## src/pkg/timer_pkg.sv

```systemverilog
`default_nettype none
package timer_pkg;
  // Widths
  localparam int CNT_W = 10;
  localparam int BYTE_W = 8;
  localparam int ADDR_W = 8;
  localparam int HIGH_DIV_W = 6;
  localparam int CORE_DIV_W = 2;

  // Register byte offsets, compact timer
  localparam logic [7:0] OFF_C_CTRL0 = 8'h00;
  localparam logic [7:0] OFF_C_CTRL1 = 8'h04;
  localparam logic [7:0] OFF_C_CNT_LO = 8'h08;
  localparam logic [7:0] OFF_C_CNT_HI = 8'h0C;
  localparam logic [7:0] OFF_C_A_LO = 8'h10;
  localparam logic [7:0] OFF_C_A_HI = 8'h14;
  localparam logic [7:0] OFF_C_STATUS = 8'h18;
  // Register byte offsets, periodic timer
  localparam logic [7:0] OFF_P_CTRL0 = 8'h20;
  localparam logic [7:0] OFF_P_CTRL1 = 8'h24;
  localparam logic [7:0] OFF_P_CNT_LO = 8'h28;
  localparam logic [7:0] OFF_P_CNT_HI = 8'h2C;
  localparam logic [7:0] OFF_P_A_LO = 8'h30;
  localparam logic [7:0] OFF_P_A_HI = 8'h34;
  localparam logic [7:0] OFF_P_P_LO = 8'h38;
  localparam logic [7:0] OFF_P_P_HI = 8'h3C;
  localparam logic [7:0] OFF_P_STATUS = 8'h40;

  // Control 0 fields
  localparam int PAUSE_BIT = 7;
  localparam int CLKSEL_LSB = 4;
  localparam int ON_BIT = 3;
  localparam int CPER_LSB = 0;
  localparam int CAPSRC_BIT = 0;
  // Control 1 fields
  localparam int MODE_LSB = 6;
  localparam int IO_LSB = 4;
  localparam int OC_BIT = 3;
  localparam int POL_BIT = 2;
  localparam int DPX_BIT = 1;
  localparam int CCLR_BIT = 0;
  // Status fields
  localparam int FLAG_A_BIT = 0;
  localparam int FLAG_P_BIT = 1;
  // Low bits of the compact period that the 3-bit field sits above
  localparam int CPER_SHIFT = 7;

  // Reset values
  localparam logic [7:0] CTRL_RESET = 8'h00;
  localparam logic [9:0] CMP_RESET = 10'h000;
  localparam logic [1:0] FLAGS_RESET = 2'h0;

  // Clock source codes
  localparam logic [2:0] CLK_CORE_DIV4 = 3'h0;
  localparam logic [2:0] CLK_CORE = 3'h1;
  localparam logic [2:0] CLK_HIGH_DIV16 = 3'h2;
  localparam logic [2:0] CLK_HIGH_DIV64 = 3'h3;
  localparam logic [2:0] CLK_LOW_A = 3'h4;
  localparam logic [2:0] CLK_LOW_B = 3'h5;
  localparam logic [2:0] CLK_EXT_RISE = 3'h6;
  localparam logic [2:0] CLK_EXT_FALL = 3'h7;

  // Operating modes
  localparam logic [1:0] MODE_COMPARE = 2'h0;
  localparam logic [1:0] MODE_CAPTURE = 2'h1;
  localparam logic [1:0] MODE_PWM = 2'h2;
  localparam logic [1:0] MODE_TIMER = 2'h3;

  // Output function codes: compare mode, PWM mode, capture edge
  localparam logic [1:0] IO_NONE = 2'h0;
  localparam logic [1:0] IO_LOW = 2'h1;
  localparam logic [1:0] IO_HIGH = 2'h2;
  localparam logic [1:0] IO_TOGGLE = 2'h3;
  localparam logic [1:0] PWM_INACTIVE = 2'h0;
  localparam logic [1:0] PWM_ACTIVE = 2'h1;
  localparam logic [1:0] PWM_WAVE = 2'h2;
  localparam logic [1:0] PWM_SINGLE = 2'h3;
  localparam logic [1:0] CAP_RISE = 2'h0;
  localparam logic [1:0] CAP_FALL = 2'h1;
  localparam logic [1:0] CAP_BOTH = 2'h2;

  // Single pulse sequencing
  typedef enum logic {PULSE_IDLE, PULSE_RUN} pulse_e;
endpackage
`default_nettype wire

```

## src/design/timer_channel.sv

```systemverilog
`timescale 1ns/1ps
`default_nettype none
module timer_channel #(
  parameter bit PERIODIC = 1'b0
) (
  // Clock and reset
  input wire logic mclk,
  input wire logic reset_n,
  // Clock source pulses
  input wire logic tickCoreDiv4,
  input wire logic tickHighDiv16,
  input wire logic tickHighDiv64,
  input wire logic tickLow,
  input wire logic extRise,
  input wire logic extFall,
  input wire logic capRise,
  input wire logic capFall,
  // Control
  input wire logic [2:0] clockSourceSelect,
  input wire logic pause,
  input wire logic counterOnControl,
  input wire logic [1:0] mode,
  input wire logic [1:0] outFunction,
  input wire logic initialLevel,
  input wire logic polarity,
  input wire logic dutySwap,
  input wire logic clearOnA,
  input wire logic [timer_pkg::CNT_W-1:0] compareAValue,
  input wire logic [timer_pkg::CNT_W-1:0] comparePValue,
  // Status
  output logic [timer_pkg::CNT_W-1:0] count,
  output logic matchA,
  output logic matchP,
  output logic captured,
  output logic outPin
);
  import timer_pkg::*;

  logic onPrev;
  logic outLevel;
  pulse_e pulseState;
  pulse_e next_pulseState;
  logic [CNT_W-1:0] next_count;
  logic next_outLevel;

  // Clock source selection
  wire srcTick = (clockSourceSelect == CLK_CORE_DIV4) ? tickCoreDiv4 :
                 (clockSourceSelect == CLK_CORE) ? 1'b1 :
                 (clockSourceSelect == CLK_HIGH_DIV16) ? tickHighDiv16 :
                 (clockSourceSelect == CLK_HIGH_DIV64) ? tickHighDiv64 :
                 (clockSourceSelect == CLK_EXT_RISE) ? extRise :
                 (clockSourceSelect == CLK_EXT_FALL) ? extFall : tickLow; // see RL4, RL5

  // Mode decode
  wire onRise = counterOnControl & ~onPrev;
  wire pwmMode = (mode == MODE_PWM);
  wire singleMode = PERIODIC && pwmMode && (outFunction == PWM_SINGLE);
  wire captureMode = PERIODIC && (mode == MODE_CAPTURE);
  wire trigger = singleMode & (extRise | onRise); // see RL6
  wire step = srcTick & counterOnControl & ~pause &
              (~singleMode | (pulseState == PULSE_RUN));

  // Comparators; a period of zero means the full counter range
  wire [CNT_W-1:0] incr = count + {{(CNT_W-1){1'b0}}, 1'b1};
  wire fullRange = (comparePValue == {CNT_W{1'b0}});
  wire hitA = step & ~captureMode & (incr == compareAValue); // see RL1
  wire hitP = step & (fullRange ? (count == {CNT_W{1'b1}}) : (incr == comparePValue));
  // PWM lets dutySwap pick the clearing comparator; the other sets duty, so duty and period are both free
  wire clearByA = singleMode | (pwmMode ? dutySwap : clearOnA); // see RL11
  wire doClear = clearByA ? hitA : hitP; // see RL3
  wire [CNT_W-1:0] duty = dutySwap ? comparePValue : compareAValue;
  wire waveActive = (count < duty);

  // Capture edge qualification
  always_comb begin
    captured = 1'b0;
    if (captureMode & counterOnControl) begin
      case (outFunction)
        CAP_RISE: captured = capRise; // see RL7
        CAP_FALL: captured = capFall; // see RL7
        CAP_BOTH: captured = capRise | capFall; // see RL7
        default: captured = 1'b0;
      endcase
    end
  end

  assign matchA = hitA; // see RL2
  assign matchP = hitP; // see RL2

  // Counter next value
  always_comb begin
    next_count = count;
    if (onRise | trigger) begin
      next_count = {CNT_W{1'b0}}; // see RL19
    end else if (step) begin
      next_count = doClear ? {CNT_W{1'b0}} : incr; // see RL3, RL18
    end
  end

  // Single pulse sequencing
  always_comb begin
    next_pulseState = pulseState;
    case (pulseState)
      PULSE_IDLE: begin
        if (trigger) begin
          next_pulseState = PULSE_RUN;
        end
      end
      PULSE_RUN: begin
        if (hitA | ~singleMode) begin
          next_pulseState = PULSE_IDLE;
        end
      end
      default: next_pulseState = PULSE_IDLE;
    endcase
  end

  // Output level before polarity
  always_comb begin
    next_outLevel = outLevel;
    if (mode == MODE_COMPARE) begin
      if (onRise) begin
        next_outLevel = initialLevel;
      end else if (hitA) begin
        case (outFunction)
          IO_LOW: next_outLevel = 1'b0; // see RL9
          IO_HIGH: next_outLevel = 1'b1; // see RL9
          IO_TOGGLE: next_outLevel = ~outLevel; // see RL9
          default: next_outLevel = outLevel;
        endcase
      end
    end else if (pwmMode) begin
      case (outFunction)
        PWM_ACTIVE: next_outLevel = initialLevel;
        PWM_WAVE: next_outLevel = waveActive ? initialLevel : ~initialLevel; // see RL10
        PWM_SINGLE: next_outLevel = (PERIODIC && next_pulseState == PULSE_RUN) ?
                                    initialLevel : ~initialLevel;
        default: next_outLevel = ~initialLevel;
      endcase
    end
  end

  // State registers
  always_ff @(posedge mclk or negedge reset_n) begin
    if (!reset_n) begin
      count <= {CNT_W{1'b0}};
      onPrev <= 1'b0;
      outLevel <= 1'b0;
      outPin <= 1'b0;
      pulseState <= PULSE_IDLE;
    end else begin
      count <= next_count;
      onPrev <= counterOnControl;
      outLevel <= next_outLevel;
      outPin <= next_outLevel ^ polarity; // see RL10
      pulseState <= next_pulseState;
    end
  end
endmodule
`default_nettype wire

```

## src/design/timer_module_common_core.sv

```systemverilog
// Operation
// RL1: Free-running up-counter compared with comparators; equality is a match.
// RL2: Separate match events for comparator A and comparator P.
// RL3: A match can clear the counter and change the output pin.
// RL4: Three-bit field picks core, high-speed, low-speed or external clock.
// RL5: External clock pin counts on rising or falling edge as chosen.
// RL6: Periodic single pulse mode uses its external pin as trigger.
// RL7: Capture input detects rising, falling or both edges by two-bit field.
// RL8: Periodic capture may take the external clock pin as source.
// RL9: Compare output mode drives output high, low or toggles on match.
// RL10: PWM waveform leaves on the same output pin as compare output.
// RL11: Edge-aligned PWM with either duty or period adjustable, not both; here comparators A and P both stay adjustable.
// RL12: Counter and comparators read as byte pairs; low byte via buffer.
// RL13: Writing a low byte only loads the shared 8-bit buffer.
// RL14: Writing the high byte also moves the buffer into the low byte.
// RL15: Reading the high byte copies the low byte into the buffer.
// RL16: Software writes low then high, reads high then low.
// RL17: Exactly two timers: one compact, one periodic.
// RL18: Counter is ten bits wide and counts upward.
// RL19: Software changes the counter only by raising counter-on, clearing it.
// RL20: Buffer transfer happens at the same edge as the high-byte access.
//
// Design decisions made here: register access over APB and the register offsets.
`timescale 1ns/1ps
`default_nettype none
module timer_module_common_core (
  // Clock and reset
  input wire logic mclk,
  input wire logic reset_n,
  // APB slave
  input wire logic psel,
  input wire logic penable,
  input wire logic pwrite,
  input wire logic [timer_pkg::ADDR_W-1:0] paddr,
  input wire logic [31:0] pwdata,
  output logic [31:0] prdata,
  output logic pready,
  output logic pslverr,
  // Internal clock levels
  input wire logic highSpeedInternalClock,
  input wire logic lowSpeedInternalClock,
  // Timer pins
  input wire logic compactExtClockPin,
  input wire logic periodicExtClockPin,
  input wire logic captureInputPin,
  output logic compactOutputPin,
  output logic periodicOutputPin
);
  import timer_pkg::*;

  // Software registers
  logic [7:0] cCtrl0;
  logic [7:0] cCtrl1;
  logic [CNT_W-1:0] cCmpA;
  logic [BYTE_W-1:0] cBuf;
  logic [1:0] cFlags;
  logic [7:0] pCtrl0;
  logic [7:0] pCtrl1;
  logic [CNT_W-1:0] pCmpA;
  logic [CNT_W-1:0] pCmpP;
  logic [BYTE_W-1:0] pBuf;
  logic [1:0] pFlags;

  // Prescalers and pin history
  logic [CORE_DIV_W-1:0] coreDiv;
  logic [HIGH_DIV_W-1:0] highDiv;
  logic highPrev;
  logic lowPrev;
  logic cExtPrev;
  logic pExtPrev;
  logic capPrev;

  // Timer status
  logic [CNT_W-1:0] cCount;
  logic [CNT_W-1:0] pCount;
  logic cMatchA;
  logic cMatchP;
  logic pMatchA;
  logic pMatchP;
  logic pCaptured;
  logic cCapturedUnused;

  // Clock source pulses
  wire highRise = highSpeedInternalClock & ~highPrev;
  wire tickLow = lowSpeedInternalClock & ~lowPrev;
  wire tickCoreDiv4 = (coreDiv == {CORE_DIV_W{1'b1}});
  wire tickHighDiv16 = highRise & (highDiv[3:0] == 4'hF);
  wire tickHighDiv64 = highRise & (highDiv == {HIGH_DIV_W{1'b1}});
  wire cExtRise = compactExtClockPin & ~cExtPrev;
  wire cExtFall = ~compactExtClockPin & cExtPrev;
  wire pExtRise = periodicExtClockPin & ~pExtPrev;
  wire pExtFall = ~periodicExtClockPin & pExtPrev;
  // Switching the capture source can itself look like an edge
  wire capSource = pCtrl0[CAPSRC_BIT] ? periodicExtClockPin : captureInputPin; // see RL8
  wire capRise = capSource & ~capPrev;
  wire capFall = ~capSource & capPrev;

  // APB phase decode
  wire access = psel & penable;
  wire done = access & pready;
  wire wrDone = done & pwrite;
  wire rdDone = done & ~pwrite;
  wire firstAccess = access & ~pready;

  // Address decode
  wire selCCtrl0 = (paddr == OFF_C_CTRL0);
  wire selCCtrl1 = (paddr == OFF_C_CTRL1);
  wire selCCntLo = (paddr == OFF_C_CNT_LO);
  wire selCCntHi = (paddr == OFF_C_CNT_HI);
  wire selCALo = (paddr == OFF_C_A_LO);
  wire selCAHi = (paddr == OFF_C_A_HI);
  wire selCStatus = (paddr == OFF_C_STATUS);
  wire selPCtrl0 = (paddr == OFF_P_CTRL0);
  wire selPCtrl1 = (paddr == OFF_P_CTRL1);
  wire selPCntLo = (paddr == OFF_P_CNT_LO);
  wire selPCntHi = (paddr == OFF_P_CNT_HI);
  wire selPALo = (paddr == OFF_P_A_LO);
  wire selPAHi = (paddr == OFF_P_A_HI);
  wire selPPLo = (paddr == OFF_P_P_LO);
  wire selPPHi = (paddr == OFF_P_P_HI);
  wire selPStatus = (paddr == OFF_P_STATUS);
  wire mapped = selCCtrl0 | selCCtrl1 | selCCntLo | selCCntHi | selCALo | selCAHi |
                selCStatus | selPCtrl0 | selPCtrl1 | selPCntLo | selPCntHi |
                selPALo | selPAHi | selPPLo | selPPHi | selPStatus;

  // Read data; low bytes always come from the buffer
  wire [7:0] rdByte = selCCtrl0 ? cCtrl0 :
                      selCCtrl1 ? cCtrl1 :
                      (selCCntLo | selCALo) ? cBuf : // see RL12
                      selCCntHi ? {6'h00, cCount[9:8]} : // see RL12
                      selCAHi ? {6'h00, cCmpA[9:8]} :
                      selCStatus ? {6'h00, cFlags} :
                      selPCtrl0 ? pCtrl0 :
                      selPCtrl1 ? pCtrl1 :
                      (selPCntLo | selPALo | selPPLo) ? pBuf : // see RL12
                      selPCntHi ? {6'h00, pCount[9:8]} :
                      selPAHi ? {6'h00, pCmpA[9:8]} :
                      selPPHi ? {6'h00, pCmpP[9:8]} :
                      selPStatus ? {6'h00, pFlags} : 8'h00;

  // Buffer next values; order of accesses is left to software
  wire [7:0] next_cBuf = (wrDone & selCALo) ? pwdata[7:0] : // see RL13, RL16
                         (rdDone & selCCntHi) ? cCount[7:0] : // see RL15, RL20
                         (rdDone & selCAHi) ? cCmpA[7:0] : cBuf; // see RL15
  wire [7:0] next_pBuf = (wrDone & (selPALo | selPPLo)) ? pwdata[7:0] : // see RL13
                         (rdDone & selPCntHi) ? pCount[7:0] : // see RL15, RL20
                         (rdDone & selPAHi) ? pCmpA[7:0] :
                         (rdDone & selPPHi) ? pCmpP[7:0] : pBuf; // see RL15

  // Comparator next values; a capture beats a software write
  wire [CNT_W-1:0] next_cCmpA = (wrDone & selCAHi) ? {pwdata[1:0], cBuf} : cCmpA; // see RL14
  wire [CNT_W-1:0] next_pCmpA = pCaptured ? pCount :
                                (wrDone & selPAHi) ? {pwdata[1:0], pBuf} : pCmpA; // see RL14
  wire [CNT_W-1:0] next_pCmpP = (wrDone & selPPHi) ? {pwdata[1:0], pBuf} : pCmpP; // see RL14

  // Event flags, write one to clear; a new event wins over the clear
  wire [1:0] cClear = (wrDone & selCStatus) ? pwdata[1:0] : 2'h0;
  wire [1:0] pClear = (wrDone & selPStatus) ? pwdata[1:0] : 2'h0;
  wire [1:0] next_cFlags = (cFlags & ~cClear) | {cMatchP, cMatchA};
  wire [1:0] next_pFlags = (pFlags & ~pClear) | {pMatchP, pMatchA | pCaptured};

  // Compact period is a 3-bit field above seven zero bits
  wire [CNT_W-1:0] cPeriod = {cCtrl0[CPER_LSB+2:CPER_LSB], {CPER_SHIFT{1'b0}}};

  // Compact timer
  timer_channel #(
    .PERIODIC(1'b0)
  ) compactTimer ( // see RL17
    .mclk(mclk),
    .reset_n(reset_n),
    .tickCoreDiv4(tickCoreDiv4),
    .tickHighDiv16(tickHighDiv16),
    .tickHighDiv64(tickHighDiv64),
    .tickLow(tickLow),
    .extRise(cExtRise),
    .extFall(cExtFall),
    .capRise(1'b0),
    .capFall(1'b0),
    .clockSourceSelect(cCtrl0[CLKSEL_LSB+2:CLKSEL_LSB]),
    .pause(cCtrl0[PAUSE_BIT]),
    .counterOnControl(cCtrl0[ON_BIT]),
    .mode(cCtrl1[MODE_LSB+1:MODE_LSB]),
    .outFunction(cCtrl1[IO_LSB+1:IO_LSB]),
    .initialLevel(cCtrl1[OC_BIT]),
    .polarity(cCtrl1[POL_BIT]),
    .dutySwap(cCtrl1[DPX_BIT]),
    .clearOnA(cCtrl1[CCLR_BIT]),
    .compareAValue(cCmpA),
    .comparePValue(cPeriod),
    .count(cCount),
    .matchA(cMatchA),
    .matchP(cMatchP),
    .captured(cCapturedUnused),
    .outPin(compactOutputPin)
  );

  // Periodic timer
  timer_channel #(
    .PERIODIC(1'b1)
  ) periodicTimer ( // see RL17
    .mclk(mclk),
    .reset_n(reset_n),
    .tickCoreDiv4(tickCoreDiv4),
    .tickHighDiv16(tickHighDiv16),
    .tickHighDiv64(tickHighDiv64),
    .tickLow(tickLow),
    .extRise(pExtRise),
    .extFall(pExtFall),
    .capRise(capRise),
    .capFall(capFall),
    .clockSourceSelect(pCtrl0[CLKSEL_LSB+2:CLKSEL_LSB]),
    .pause(pCtrl0[PAUSE_BIT]),
    .counterOnControl(pCtrl0[ON_BIT]),
    .mode(pCtrl1[MODE_LSB+1:MODE_LSB]),
    .outFunction(pCtrl1[IO_LSB+1:IO_LSB]),
    .initialLevel(pCtrl1[OC_BIT]),
    .polarity(pCtrl1[POL_BIT]),
    .dutySwap(pCtrl1[DPX_BIT]),
    .clearOnA(pCtrl1[CCLR_BIT]),
    .compareAValue(pCmpA),
    .comparePValue(pCmpP),
    .count(pCount),
    .matchA(pMatchA),
    .matchP(pMatchP),
    .captured(pCaptured),
    .outPin(periodicOutputPin)
  );

  // APB handshake: one wait state, data registered on the same edge as pready
  always_ff @(posedge mclk or negedge reset_n) begin
    if (!reset_n) begin
      pready <= 1'b0;
      pslverr <= 1'b0;
      prdata <= 32'h00000000;
    end else begin
      pready <= firstAccess;
      pslverr <= firstAccess & ~mapped;
      if (firstAccess & ~pwrite) begin
        prdata <= {24'h000000, rdByte};
      end
    end
  end

  // Prescalers and edge history
  always_ff @(posedge mclk or negedge reset_n) begin
    if (!reset_n) begin
      coreDiv <= {CORE_DIV_W{1'b0}};
      highDiv <= {HIGH_DIV_W{1'b0}};
      highPrev <= 1'b0;
      lowPrev <= 1'b0;
      cExtPrev <= 1'b0;
      pExtPrev <= 1'b0;
      capPrev <= 1'b0;
    end else begin
      coreDiv <= coreDiv + {{(CORE_DIV_W-1){1'b0}}, 1'b1};
      if (highRise) begin
        highDiv <= highDiv + {{(HIGH_DIV_W-1){1'b0}}, 1'b1};
      end
      highPrev <= highSpeedInternalClock;
      lowPrev <= lowSpeedInternalClock;
      cExtPrev <= compactExtClockPin;
      pExtPrev <= periodicExtClockPin;
      capPrev <= capSource;
    end
  end

  // Control registers
  always_ff @(posedge mclk or negedge reset_n) begin
    if (!reset_n) begin
      cCtrl0 <= CTRL_RESET;
      cCtrl1 <= CTRL_RESET;
      pCtrl0 <= CTRL_RESET;
      pCtrl1 <= CTRL_RESET;
    end else if (wrDone) begin
      if (selCCtrl0) cCtrl0 <= pwdata[7:0];
      if (selCCtrl1) cCtrl1 <= pwdata[7:0];
      if (selPCtrl0) pCtrl0 <= pwdata[7:0];
      if (selPCtrl1) pCtrl1 <= pwdata[7:0];
    end
  end

  // Buffers, comparators and flags
  always_ff @(posedge mclk or negedge reset_n) begin
    if (!reset_n) begin
      cBuf <= 8'h00;
      pBuf <= 8'h00;
      cCmpA <= CMP_RESET;
      pCmpA <= CMP_RESET;
      pCmpP <= CMP_RESET;
      cFlags <= FLAGS_RESET;
      pFlags <= FLAGS_RESET;
    end else begin
      cBuf <= next_cBuf;
      pBuf <= next_pBuf;
      cCmpA <= next_cCmpA;
      pCmpA <= next_pCmpA;
      pCmpP <= next_pCmpP;
      cFlags <= next_cFlags;
      pFlags <= next_pFlags;
    end
  end
endmodule
`default_nettype wire

```

## config.mk

```make
export PLATFORM = sky130hd
export DESIGN_NAME = timer_module_common_core
export DESIGN_NICKNAME = d
export VERILOG_FILES = /design/src/pkg/timer_pkg.sv /design/src/design/timer_channel.sv /design/src/design/timer_module_common_core.sv
export SDC_FILE = /design/constraint.sdc
export NUM_CORES = 1
export LEC_CHECK = 0
export ABC_AREA = 1
export BUFFER_PORTS_ARGS = -buffer_cell sky130_fd_sc_hd__buf_2
export CAP_MARGIN = 20
export CORE_MARGIN = 8
export CORE_UTILIZATION = 30
export DETAILED_ROUTE_END_ITERATION = 12
export PLACE_DENSITY_LB_ADDON = 0.15
export SKIP_LAST_GASP = 1
export SLEW_MARGIN = 10
export SYNTH_ARGS = -nofsm -noshare
export SYNTH_HDL_FRONTEND = slang
export SYNTH_HIERARCHICAL = 1
export SYNTH_SLANG_ARGS = --single-unit
```

## constraint.sdc

```tcl
create_clock -name mclk -period 4.6 [get_ports mclk]
set_input_delay 0.92 -clock mclk [delete_from_list [all_inputs] [get_ports mclk]]
set_output_delay 0.92 -clock mclk [all_outputs]
set_load 0.05 [all_outputs]
```

== After elaboration in Yosys (flattened, before gate mapping) ==
Cells that the tools add are included.

* Register bits: 132
* Bits of input ports: 50
* Output and inout port bits: 36

* Mux-type cells: 71
* Reduce and logical (&&, ||, !) cells: 18
* Add/sub/neg operators: 4
* Bitwise logic cells: 99
* Eq/ne operators: 43
* Magnitude comparators: 2

{| class="wikitable"
|+ Operator list
! kind !! count
|-
| 2-to-1 mux 8 bit || 16
|-
| 2-to-1 mux 10 bit || 10
|-
| == test 8 x 6 -> 1 bit (second input constant) || 8
|-
| AND 1 bit || 43
|-
| == test 10 bit || 4
|-
| 2-to-1 mux 1 bit || 33
|-
| bitwise OR 1 bit || 26
|-
| == test 8 x 5 -> 1 bit (second input constant) || 3
|-
| inverter 1 bit || 22
|-
| adder 10 x 1 -> 10 bit (second input constant) || 2
|-
| == test 10 bit (second input constant) || 2
|-
| zero test 10 bit || 2
|-
| < comparator 10 bit || 2
|-
| == test 8 x 4 -> 1 bit (second input constant) || 2
|-
| == test 2 bit (second input constant) || 7
|-
| == test 3 x 2 -> 1 bit (second input constant) || 4
|-
| == test 3 bit (second input constant) || 4
|-
| 2-to-1 mux 2 bit || 6
|-
| case mux 1 bit (3 select lines) || 4
|-
| == test 8 x 3 -> 1 bit (second input constant) || 1
|-
| == test 8 x 7 -> 1 bit (second input constant) || 1
|-
| zero test 8 bit || 1
|-
| AND reduction 2 bit || 4
|-
| adder 6 x 1 -> 6 bit (second input constant) || 1
|-
| other kinds (16) || 29
|}

== Logic depth before layout (Yosys ltp) ==
Gate-level depths: netlist of the first run.

* Word-level depth: 21
* Mapped depth: 22

== Hierarchy ==
The synthesis of the first run kept the hierarchy.

{| class="wikitable"
|+ Modules (own cells, without submodules)
! module !! area an instance (um2) !! cells each !! times used
|-
| timer_module_common_core || 5288.8 || 631 || 1
|-
| timer_channel (periodicTimer) || 1954.4 || 327 || 1
|-
| timer_channel (compactTimer) || 1801.7 || 307 || 1
|}

== Worst setup path before layout of the first run ==
Ideal clock, no wire load.

* Path type: input port to flip-flop
* Start point: in highSpeedInternalClock
* End point: reg periodicTimer.outPin
* Arrival: 2.769 ns
* Data required time: 4.483 ns
* Stages on the path: 19
* Setup slack: 1.714 ns
* Library setup time: 0.117 ns
* Path through: inv_1 > nor2_1 > inv_1 > nor4_1 > nand2_1 > nand3_1 > nand2_1 > nand2_1 > inv_1 > nor2_2 > nand3_1 > nor2_4 > nand4_1 > nand3_1 > o21ai_1 > a21oi_2 > nand2_2 > nand2_1 > nand2_1

* Word-level cells in the longest chain between the ends: 19

{| class="wikitable"
|+ Ends and longest elaborated chain
! item !! line !! source
|-
| from (decl) || timer_module_common_core.sv:40 || <nowiki>input wire logic highSpeedInternalClock,</nowiki>
|-
| AND 1 bit * || timer_module_common_core.sv:84 || <nowiki>wire highRise = highSpeedInternalClock & ~highPrev;</nowiki>
|-
| AND 1 bit * || timer_module_common_core.sv:88 || <nowiki>wire tickHighDiv64 = highRise & (highDiv == {HIGH_DIV_W{1'b1}});</nowiki>
|-
| named net tickHighDiv64 || timer_module_common_core.sv:88 ||
|-
| 2-to-1 mux 1 bit * || timer_channel.sv:50 || <nowiki>(clockSourceSelect == CLK_HIGH_DIV64) ? tickHighDiv64 :</nowiki>
|-
| 2-to-1 mux 1 bit * || timer_channel.sv:49 || <nowiki>(clockSourceSelect == CLK_HIGH_DIV16) ? tickHighDiv16 :</nowiki>
|-
| 2-to-1 mux 1 bit * || timer_channel.sv:48 || <nowiki>(clockSourceSelect == CLK_CORE) ? 1'b1 :</nowiki>
|-
| 2-to-1 mux 1 bit * || timer_channel.sv:47 || <nowiki>wire srcTick = (clockSourceSelect == CLK_CORE_DIV4) ? tickCoreDiv4 :</nowiki>
|-
| AND 1 bit * (3 in a row) || timer_channel.sv:60 || <nowiki>wire step = srcTick & counterOnControl & ~pause &</nowiki>
|-
| AND 1 bit * (2 in a row) || timer_channel.sv:66 || <nowiki>wire hitA = step & ~captureMode & (incr == compareAValue);</nowiki>
|-
| bitwise OR 1 bit || timer_channel.sv:110 || <nowiki>if (hitA | ~singleMode) begin</nowiki>
|-
| 2-to-1 mux 1 bit || timer_channel.sv:110 ||
|-
| case mux 1 bit (2 select lines) || timer_channel.sv:103 || <nowiki>case (pulseState)</nowiki>
|-
| 2-to-1 mux 1 bit || timer_channel.sv:136 || <nowiki>PWM_SINGLE: next_outLevel = (PERIODIC && next_pulseState == PULSE_RUN) ?</nowiki>
|-
| case mux 1 bit (3 select lines) || timer_channel.sv:133 || <nowiki>case (outFunction)</nowiki>
|-
| 2-to-1 mux 1 bit || timer_channel.sv:132 || <nowiki>end else if (pwmMode) begin</nowiki>
|-
| 2-to-1 mux 1 bit * || timer_channel.sv:121 || <nowiki>if (mode == MODE_COMPARE) begin</nowiki>
|-
| XOR 1 bit * || timer_channel.sv:155 || <nowiki>outPin <= next_outLevel ^ polarity;</nowiki>
|-
| to (signal assigned) || timer_channel.sv:155 ||
|-
| to (decl) || timer_channel.sv:35 || <nowiki>output logic outPin</nowiki>
|}

The timed path passes the listed nets; every way through them passes the cells marked *.
A chain may end at the register's enable or synchronous reset.

== Worst setup path in the final report of the first run ==
Ends and elaborated chain as after synthesis.

==> results.yml, run 1 <==
run_status:
  status: "completed"
sta:
  fmaxAchievable_ghz: 0.326
  setup_viol: 0
  min_period_ns: 3.07
  slew_headroom: 0.345
  rsz0062_at_grt: "false"
  finClkSkew_ns: 0.0154
  hold_viol_final: 0
  fin_tns_setup_ns: 0
  min_period_over_period: 0.668
  drv_slew: 0
  tightestPinTransition_ns: 0.982
cells_and_area:
  diodes: 0
  fin_nets: 1389
  layout-drive-gt1-share: 0.132
  areaGrowthSynthToFinish_pct: 13.0
  stdcell_count: 1718
  stdcell_area_sq_um: 10200
global_route:
  grt_max_degree: 99
  grtUsageTotal: 0.159
  grt.overflow.total: 0
  antenna_found_initial: 0
  grt_first_pass_wirelength_mm: 44.5
  grt_pass1_vias: 7693
clocking:
  cts_buffer_depth: 2
  cts-buffers-inserted: 17
  cts.sinks: 132
  post_cts_buffers: 0
  htreeDepth: 4
  cts_hold_buf: 0
  cts_tree: "done"
  path_clk_slew_ns: 0.08
  cts_resized: 0
  cts_root_buf: "clkbuf_16"
  insertion_delay_ns: 0.44
placement:
  dp.cells: 1686
  dp_hpwl_mm: 21.8
  gp_congestion: 0.855
  dpl-instance-area_sq_um: 9600
  place.port_buffers: 37
routing:
  vias: 8145
  wl_met1_mm: 13.0
  via_per_inst: 4.74
  dr.pass1.iters: 5
  ant_nets: 0
  drc_errors: 0
  route.met2.wl_mm: 14.1
  highest_layer: "met4"
  wl_mm: 28.5
  route.met3.wl_microns: 875
  wl_per_cell_microns: 16.6
  drtIter0Drc: 523
floorplanning:
  ios: 86
  num_rows: 63
  coreArea_sq_um: 29600
  initial_core_util: 0.305
  die-area_sq_um: 35900
  die_w_microns: 190
  die_y_microns: 190
worst_setup_path:
  start_kind: "input pin"
  crit_path_end_kind: "register"
  crit_type: "in2reg"
  r2r-end: "periodicTimer/outPin$_DFF_PN0_"
  arrival_ns: 3.40
  r2r_slack_ns: 1.77
  reg2regPathDepth: 18
  path_max_fanout: 5
  r2r_start: "highPrev$_DFF_PN0_"
  cp.required_ns: 4.93
logic_synthesis:
  synth_area_per_cell_sq_um: 7.15
  syn_area_sq_um: 9030
  synthCells: 1263
  synth_warnings: 6
min_path:
  hold_class: "reg2reg"
  min-delay-start: "coreDiv[0]$_DFF_PN0_"
  hold_end: "coreDiv[0]$_DFF_PN0_"
  whs_path_depth: 1
pwr:
  ir_worst_vdd_mv: 0.245
  p_leak_nw: 4.95
  power_density_nw_per_um2: 283
  total_power_w: 0.00289
job:
  cap_violations: 0
-- metrics by stage --
stage,hold WS (ns),setup WS [ns],utilization
finish,0.426,1.53,0.344
global placement,0.415,1.07,0.324
floorplan,0.395,1.71,-
CTS,0.431,1.53,0.344
detailed placement,0.419,1.05,0.324
global route,0.445,1.20,0.344
-- critical path, cell delays in order --
cell	delay (ns)
buf_2	0.09
inv_1	0.03
nor2_1	0.25
inv_1	0.12
nor4_1	0.40
nand2_1	0.10
nand3_1	0.09
nand2_1	0.06
nand2_1	0.15
inv_1	0.07
nor2_2	0.23
nand3_1	0.16
nor2_4	0.14
nand4_1	0.09
nand3_1	0.09
o21ai_1	0.07
a21oi_2	0.16
nand2_2	0.07
nand2_1	0.05
nand2_1	0.04
-- placed cells by master, fill, tap and decap left out, types with 4 or more instances in the layout --
cell and n:
a22oi_1 7, xnor2_1 4, inv_8 5, inv_6 4, buf_2 36, o21ai_0 97, conb_1 39, nand3b_1 6
nand2_1 359, nand4_1 20, a21oi_1 41, inv_2 9, nor2_4 12, buf_4 5, nor4_1 4, nand3_1 90
clkbuf_16 17, xor2_1 16, mux2i_1 6, ha_1 24, nor3_1 4, nor2_1 100, o211ai_1 9, dfrtp_1 132
nor2_2 11, o221ai_1 4, nand3_2 6, inv_1 155, o21ai_1 11, nand2_2 27, o21ai_2 5, a31oi_1 13
or2_2 10, mux2_2 5
-- report_power, final --
group / internal, W / leakage [nW] / total, W / switching [W]
clock network: 0.000781 / 0.298 / 0.00143 / 0.000652
registers: 0.00120 / 1.74 / 0.00123 / 0.0000282
logic: 0.0000564 / 2.91 / 0.000228 / 0.000172
total: 0.00203 / 4.95 / 0.00289 / 0.000852
-- worst max-delay path by stage --
stage          slack, ns                              to                   start  cells after the start
4_1_cts             1.53  periodicTimer/outPin$_DFF_PN0_  highSpeedInternalClock                     20
5_1_grt             1.20  periodicTimer/outPin$_DFF_PN0_  highSpeedInternalClock                     20
6_report            1.53  periodicTimer/outPin$_DFF_PN0_  highSpeedInternalClock                     20
3_3_place_gp        1.07  periodicTimer/outPin$_DFF_PN0_  highSpeedInternalClock                     20
2_1_floorplan       1.71  periodicTimer/outPin$_DFF_PN0_  highSpeedInternalClock                     19
3_5_place_dp        1.05  periodicTimer/outPin$_DFF_PN0_  highSpeedInternalClock                     20
-- state kept, by name, indices dropped and copies added, names as in the netlist, 2 cells and up --
register / flops
cFlags: 2
cCtrl1: 8
pBuf: 8
prdata: 8
periodicTimer/count: 10
cBuf: 8
coreDiv: 2
cCtrl0: 8
pCtrl0: 8
compactTimer/count: 10
highDiv: 6
cCmpA: 10
pCtrl1: 8
pCmpA: 10
pCmpP: 10
pFlags: 2
-- cell type report --
class                           instances  area [sq um]
Fill cell                            3249         19400
Inverter                              166           626
Clock buffer                           17           425
Tap cell                              390           488
Clock inverter                         15           180
Timing Repair Buffer                   42           229
Sequential cell                       132          3300
Multi-Input combinational cell        956          4960
-- per-layer routing --
layer	GRT usage	vias up
met5	0	-
met4	0.0499	0
met3	0.0244	26
met2	0.272	133
met1	0.203	3844
li1	-	4142
Power figures use the tool's default switching activity.
==> inputs of run 2 (changes only) <==
Clock period 4.6 ns to 2.6 ns, I/O delays scaled along.
==> run 2 against run 1 <==
  * Sequential power grew 76%
  * Sequential cell count is the same
  * Cell count grew 2.9%
  * Combinational power is 99% higher
  * Sequential share of layout area decreased by 1.8 points
  * Via count up 1.1%
  * Register-to-register slack worse by 1.6 ns
  * Power up 86%
  * Wire length rose by 1.7%
==> results.yml, run 2 (synthesis results as in run 1) <==
routing:
  drtIter0Drc: 556
  vias: 8235
  dr.pass1.iters: 5
  drc_errors: 0
  wl_per_cell_microns: 16.4
  via_per_inst: 4.66
  wl_mm: 28.9
  ant_nets: 0
clocking:
  cts_buffer_depth: 2
  cts-buffers-inserted: 17
  cts_hold_buf: 0
  cts.sinks: 132
  path_clk_slew_ns: 0.08
  insertion_delay_ns: 0.44
  cts_root_buf: "clkbuf_16"
  cts_tree: "done"
  htreeDepth: 4
run_status:
  status: "completed"
worst_setup_path:
  cp.required_ns: 2.92
  r2r_slack_ns: 0.17
  start_kind: "register"
  critPathTopFamily: "simple AND/OR/NAND/NOR gates"
  r2r-end: "periodicTimer/count[0]$_DFFE_PN0P_"
  path_max_fanout: 5
  cp_common_cell: "nand3_2"
  slowest_delay_ns: 0.38
  crit_type: "reg2reg"
  crit_path_end_kind: "register"
  arrival_ns: 2.74
  reg2regPathDepth: 17
  r2r_start: "highDiv[1]$_DFFE_PN0P_"
  cp_slowest_cell: "dfrtp_1"
  crit_chain: "ha_2 > nand3_2 > nor4_2 > buf_4 > nand2_1 > nand3_2 > nand2_2 > nand2_4 > nand3_2 > nor2_2 > nand3_2 > buf_6 > nor4_4 > buf_6 > nand2_8 > nand3_2 > nand2_1"
  path_buf_inv: 3
sta:
  slew_headroom: 0.510
  fmaxAchievable_ghz: 0.412
  finClkSkew_ns: 0.0147
  setup_viol: 0
  tightestPinTransition_ns: 0.735
  hold_viol_final: 0
  min_period_ns: 2.43
  min_period_over_period: 0.933
  drv_slew: 0
placement:
  place.port_buffers: 37
  gp_congestion: 0.853
  dp_hpwl_mm: 22.6
global_route:
  grt.overflow.total: 0
  grt_pass1_vias: 8048
  grtUsageTotal: 0.162
  grt_first_pass_wirelength_mm: 45.7
  grt_max_degree: 70
  antenna_found_initial: 0
cells_and_area:
  layout_commonest_cell: "nand2_1"
  final_cell_mix: "nand2_1 (356), inv_1 (155), dfrtp_1 (130), nor2_1 (97), o21ai_0 (96)"
  diodes: 0
  layout-drive-gt1-share: 0.184
  fin_nets: 1439
  areaGrowthSynthToFinish_pct: 19.8
  final_util: 0.365
  num-fill-cells: 3205
min_path:
  hold_class: "in2async"
pwr:
  power_density_nw_per_um2: 495
  ir_worst_vdd_mv: 0.387
  total_power_w: 0.00536
  p_leak_nw: 5.24
job:
  cap_violations: 0
floorplanning:
  initial_core_util: 0.305
  die_y_microns: 190
  num_rows: 63
  coreArea_sq_um: 29600
  die_w_microns: 190
  ios: 86
  die-area_sq_um: 35900
[run 2: metrics by stage]
| stage | worst slack, ns | hold WS (ns) | std cells | instance area (sq um) | TNS (ns) |
|---|---|---|---|---|---|
| floorplan | 0.114 | 0.224 | 1301 | 9180 | 0 |
| global placement | -0.0845 | 0.413 | 1734 | 9990 | -0.618 |
| detailed placement | -0.122 | 0.415 | 1734 | 9990 | -1.38 |
| CTS | 0.00255 | 0.150 | 1766 | 10600 | 0 |
| global route | -0.0122 | 0.164 | 1768 | 10800 | -0.0530 |
| finish | 0.173 | 0.127 | 1768 | 10800 | 0 |
[run 2: cell type report]
cell class	count	area [sq um]	share of cell area
sequential	132	3310	0.306
timing repair buffer	91	629	0.0582
inverter	166	626	0.0578
clock buffer	17	425	0.0393
tap	390	488	0.0451
multi-input combinational	957	5110	0.472
clock inverter	15	233	0.0215
[run 2: layer usage]
metal	global-route usage	routed length (microns)
met3	0.0256	730
met5	0	0
met4	0.0400	367
met2	0.285	14600
met1	0.204	13200
[run 2: timing repair]
item                                    in CTS  in global routing
gates resized for setup                      1                 37
endpoints found under the setup margin       1                 25
buffers inserted                             0                  1
pin swaps                                    0                 16
cloned                                       0                  1
[run 2: worst max-delay path by stage]
stage / startpoint / end / cells past startpoint / slack, ns
4_1_cts: highDiv[1]$_DFFE_PN0P_ / periodicTimer/count[0]$_DFFE_PN0P_ / 16 / 0.003
2_1_floorplan: highSpeedInternalClock / periodicTimer/outPin$_DFF_PN0_ / 19 / 0.11
3_3_place_gp: highSpeedInternalClock / periodicTimer/outPin$_DFF_PN0_ / 21 / -0.08
3_5_place_dp: highSpeedInternalClock / periodicTimer/count[9]$_DFFE_PN0P_ / 18 / -0.12
6_report: highDiv[1]$_DFFE_PN0P_ / periodicTimer/count[0]$_DFFE_PN0P_ / 17 / 0.17
5_1_grt: highDiv[1]$_DFFE_PN0P_ / periodicTimer/count[0]$_DFFE_PN0P_ / 17 / -0.01
[run 2: power by group]
part / internal [W] / switching, W / total, W / leakage, nW
Clock: 0.00158 / 0.00115 / 0.00274 / 0.322
Combinational: 0.000127 / 0.000325 / 0.000453 / 3.18
Sequential: 0.00212 / 0.0000515 / 0.00217 / 1.74
Total: 0.00383 / 0.00153 / 0.00536 / 5.24
==> inputs of run 3 (changes only) <==
Settings changed: CTS_BUF_LIST set to sky130_fd_sc_hd__clkbuf_4 sky130_fd_sc_hd__clkbuf_8.
==> run 3 against run 2 <==
  * Worst setup slack got worse by 0.0016 ns
  * Critical path depth did not move
  * Design area fell by 1.7%
  * Fmax barely moved
  * Clock skew rose by 0.011 ns
  * Register-to-register slack barely moved
==> results.yml, run 3 (synthesis results as in run 1) <==
run_status:
  status: "completed"
clocking:
  insertion_delay_ns: 0.48
  path_clk_slew_ns: 0.11
  cts_buffer_depth: 2
  cts.sinks: 132
  cts_hold_buf: 0
  htreeDepth: 4
  cts_tree: "done"
  cts-buffers-inserted: 17
  cts_root_buf: "clkbuf_8"
placement:
  place.port_buffers: 37
  dpl-instance-area_sq_um: 9990
  gp_congestion: 0.853
  dp_slack_ns: -0.122
  dp_hpwl_mm: 22.6
floorplanning:
  initial_core_util: 0.305
  num_rows: 63
  die-area_sq_um: 35900
  die_w_microns: 190
  ios: 86
  die_y_microns: 190
  coreArea_sq_um: 29600
routing:
  via_per_inst: 4.68
  dr.pass1.iters: 5
  drc_errors: 0
  drtIter0Drc: 484
  wl_per_cell_microns: 16.3
  ant_nets: 0
  wl_mm: 28.9
  vias: 8273
worst_setup_path:
  arrival_ns: 2.78
  crit_type: "reg2reg"
  cp.required_ns: 2.95
  r2r-end: "periodicTimer/count[0]$_DFFE_PN0P_"
  crit_chain: "ha_2 > nand3_2 > nor4_2 > buf_4 > nand2_2 > nand3_2 > nand2_2 > nand2_4 > nand3_2 > nor2_2 > nand3_2 > buf_6 > nor4_4 > buf_6 > nand2_8 > nand3_2 > nand2_1"
  crit_path_end_kind: "register"
  path_max_fanout: 5
  cp_slowest_cell: "dfrtp_1"
  start_kind: "register"
  reg2regPathDepth: 17
  r2r_slack_ns: 0.17
  slowest_delay_ns: 0.39
  r2r_start: "highDiv[1]$_DFFE_PN0P_"
  cp_common_cell: "nand3_2"
sta:
  drv_slew: 0
  setup_ws_ns: 0.172
  slew_headroom: 0.512
  fin_tns_setup_ns: 0
  finClkSkew_ns: 0.0252
  setup_viol: 0
  tightestPinTransition_ns: 0.732
  rsz0062_at_grt: "true"
  min_period_over_period: 0.934
  fmaxAchievable_ghz: 0.412
  min_period_ns: 2.43
  hold_viol_final: 0
pwr:
  power_density_nw_per_um2: 442
  ir_worst_vdd_mv: 0.258
  p_leak_nw: 5.15
global_route:
  grt_first_pass_wirelength_mm: 45.4
  grt_pass1_vias: 8040
  grt.overflow.total: 0
  grt_max_degree: 70
  antenna_found_initial: 0
  grtUsageTotal: 0.161
cells_and_area:
  fin_nets: 1439
  final_cell_mix: "nand2_1 (355), inv_1 (154), dfrtp_1 (130), nor2_1 (97), o21ai_0 (96)"
  layout-drive-gt1-share: 0.186
  areaGrowthSynthToFinish_pct: 17.7
  stdcell_area_sq_um: 10600
  diodes: 0
  layout_commonest_cell: "nand2_1"
min_path:
  hold_class: "in2async"
job:
  cap_violations: 0
-- run 3: cell counts in the layout (fill, tap and decap cells not counted) --
No cell type changed its count.
-- run 3: worst max-delay path by stage --
stage	from	end	cells after the start
detailed placement	highSpeedInternalClock	periodicTimer/count[9]$_DFFE_PN0P_	18
global route	highDiv[1]$_DFFE_PN0P_	periodicTimer/count[0]$_DFFE_PN0P_	17
CTS	highDiv[1]$_DFFE_PN0P_	periodicTimer/outPin$_DFF_PN0_	19
floorplan	highSpeedInternalClock	periodicTimer/outPin$_DFF_PN0_	19
global placement	highSpeedInternalClock	periodicTimer/outPin$_DFF_PN0_	21
finish	highDiv[1]$_DFFE_PN0P_	periodicTimer/count[0]$_DFFE_PN0P_	17
-- run 3: layout make-up --
cell class              instances  area, sq um
flip-flops and latches        132         3310
multi-input cells             957         5120
fillers                      3227        19000
clock buffers                  17          234
repair buffers                 91          629
inverters                     166          626
clock inverters                15          233
well taps                     390          488
-- run 3: metrics by stage --
step / total power [W] / hold slack [ns] / util / cells
floorplan: 0.00250 / 0.224 / - / 1301
global route: 0.00489 / 0.124 / 0.359 / 1768
CTS: 0.00474 / 0.0966 / 0.353 / 1766
global placement: 0.00264 / 0.413 / 0.337 / 1734
detailed placement: 0.00265 / 0.415 / 0.337 / 1734
finish: 0.00470 / 0.0862 / 0.359 / 1768
-- run 3: power breakdown --
group          switching, W  internal (W)
Combinational      0.000325      0.000127
Clock               0.00106       0.00102
Sequential        0.0000514       0.00212
Total               0.00144       0.00326
-- run 3: critical path, delay by kind of cell, from the launching register on --
family	cells	cell delay, ns
AND/OR/NAND/NOR	13	1.22
buffers and inverters	3	0.46
flip-flops	1	0.39
adder cells (fa/ha/maj)	1	0.20
-- run 3: timing repair --
| item | in CTS | in global routing |
|---|---|---|
| gates resized for setup | 2 | 39 |
| gates cloned | 0 | 1 |
| pin swaps | 0 | 17 |
| endpoints found under the setup margin | 2 | 25 |
| buffers inserted | 0 | 1 |
-- run 3: layer usage --
layer	up-vias	wire length, microns	track usage
met5	-	0	0
met4	0	468	0.0442
met3	21	797	0.0212
met2	128	14500	0.283
met1	3883	13100	0.203
li1	4241	-	-
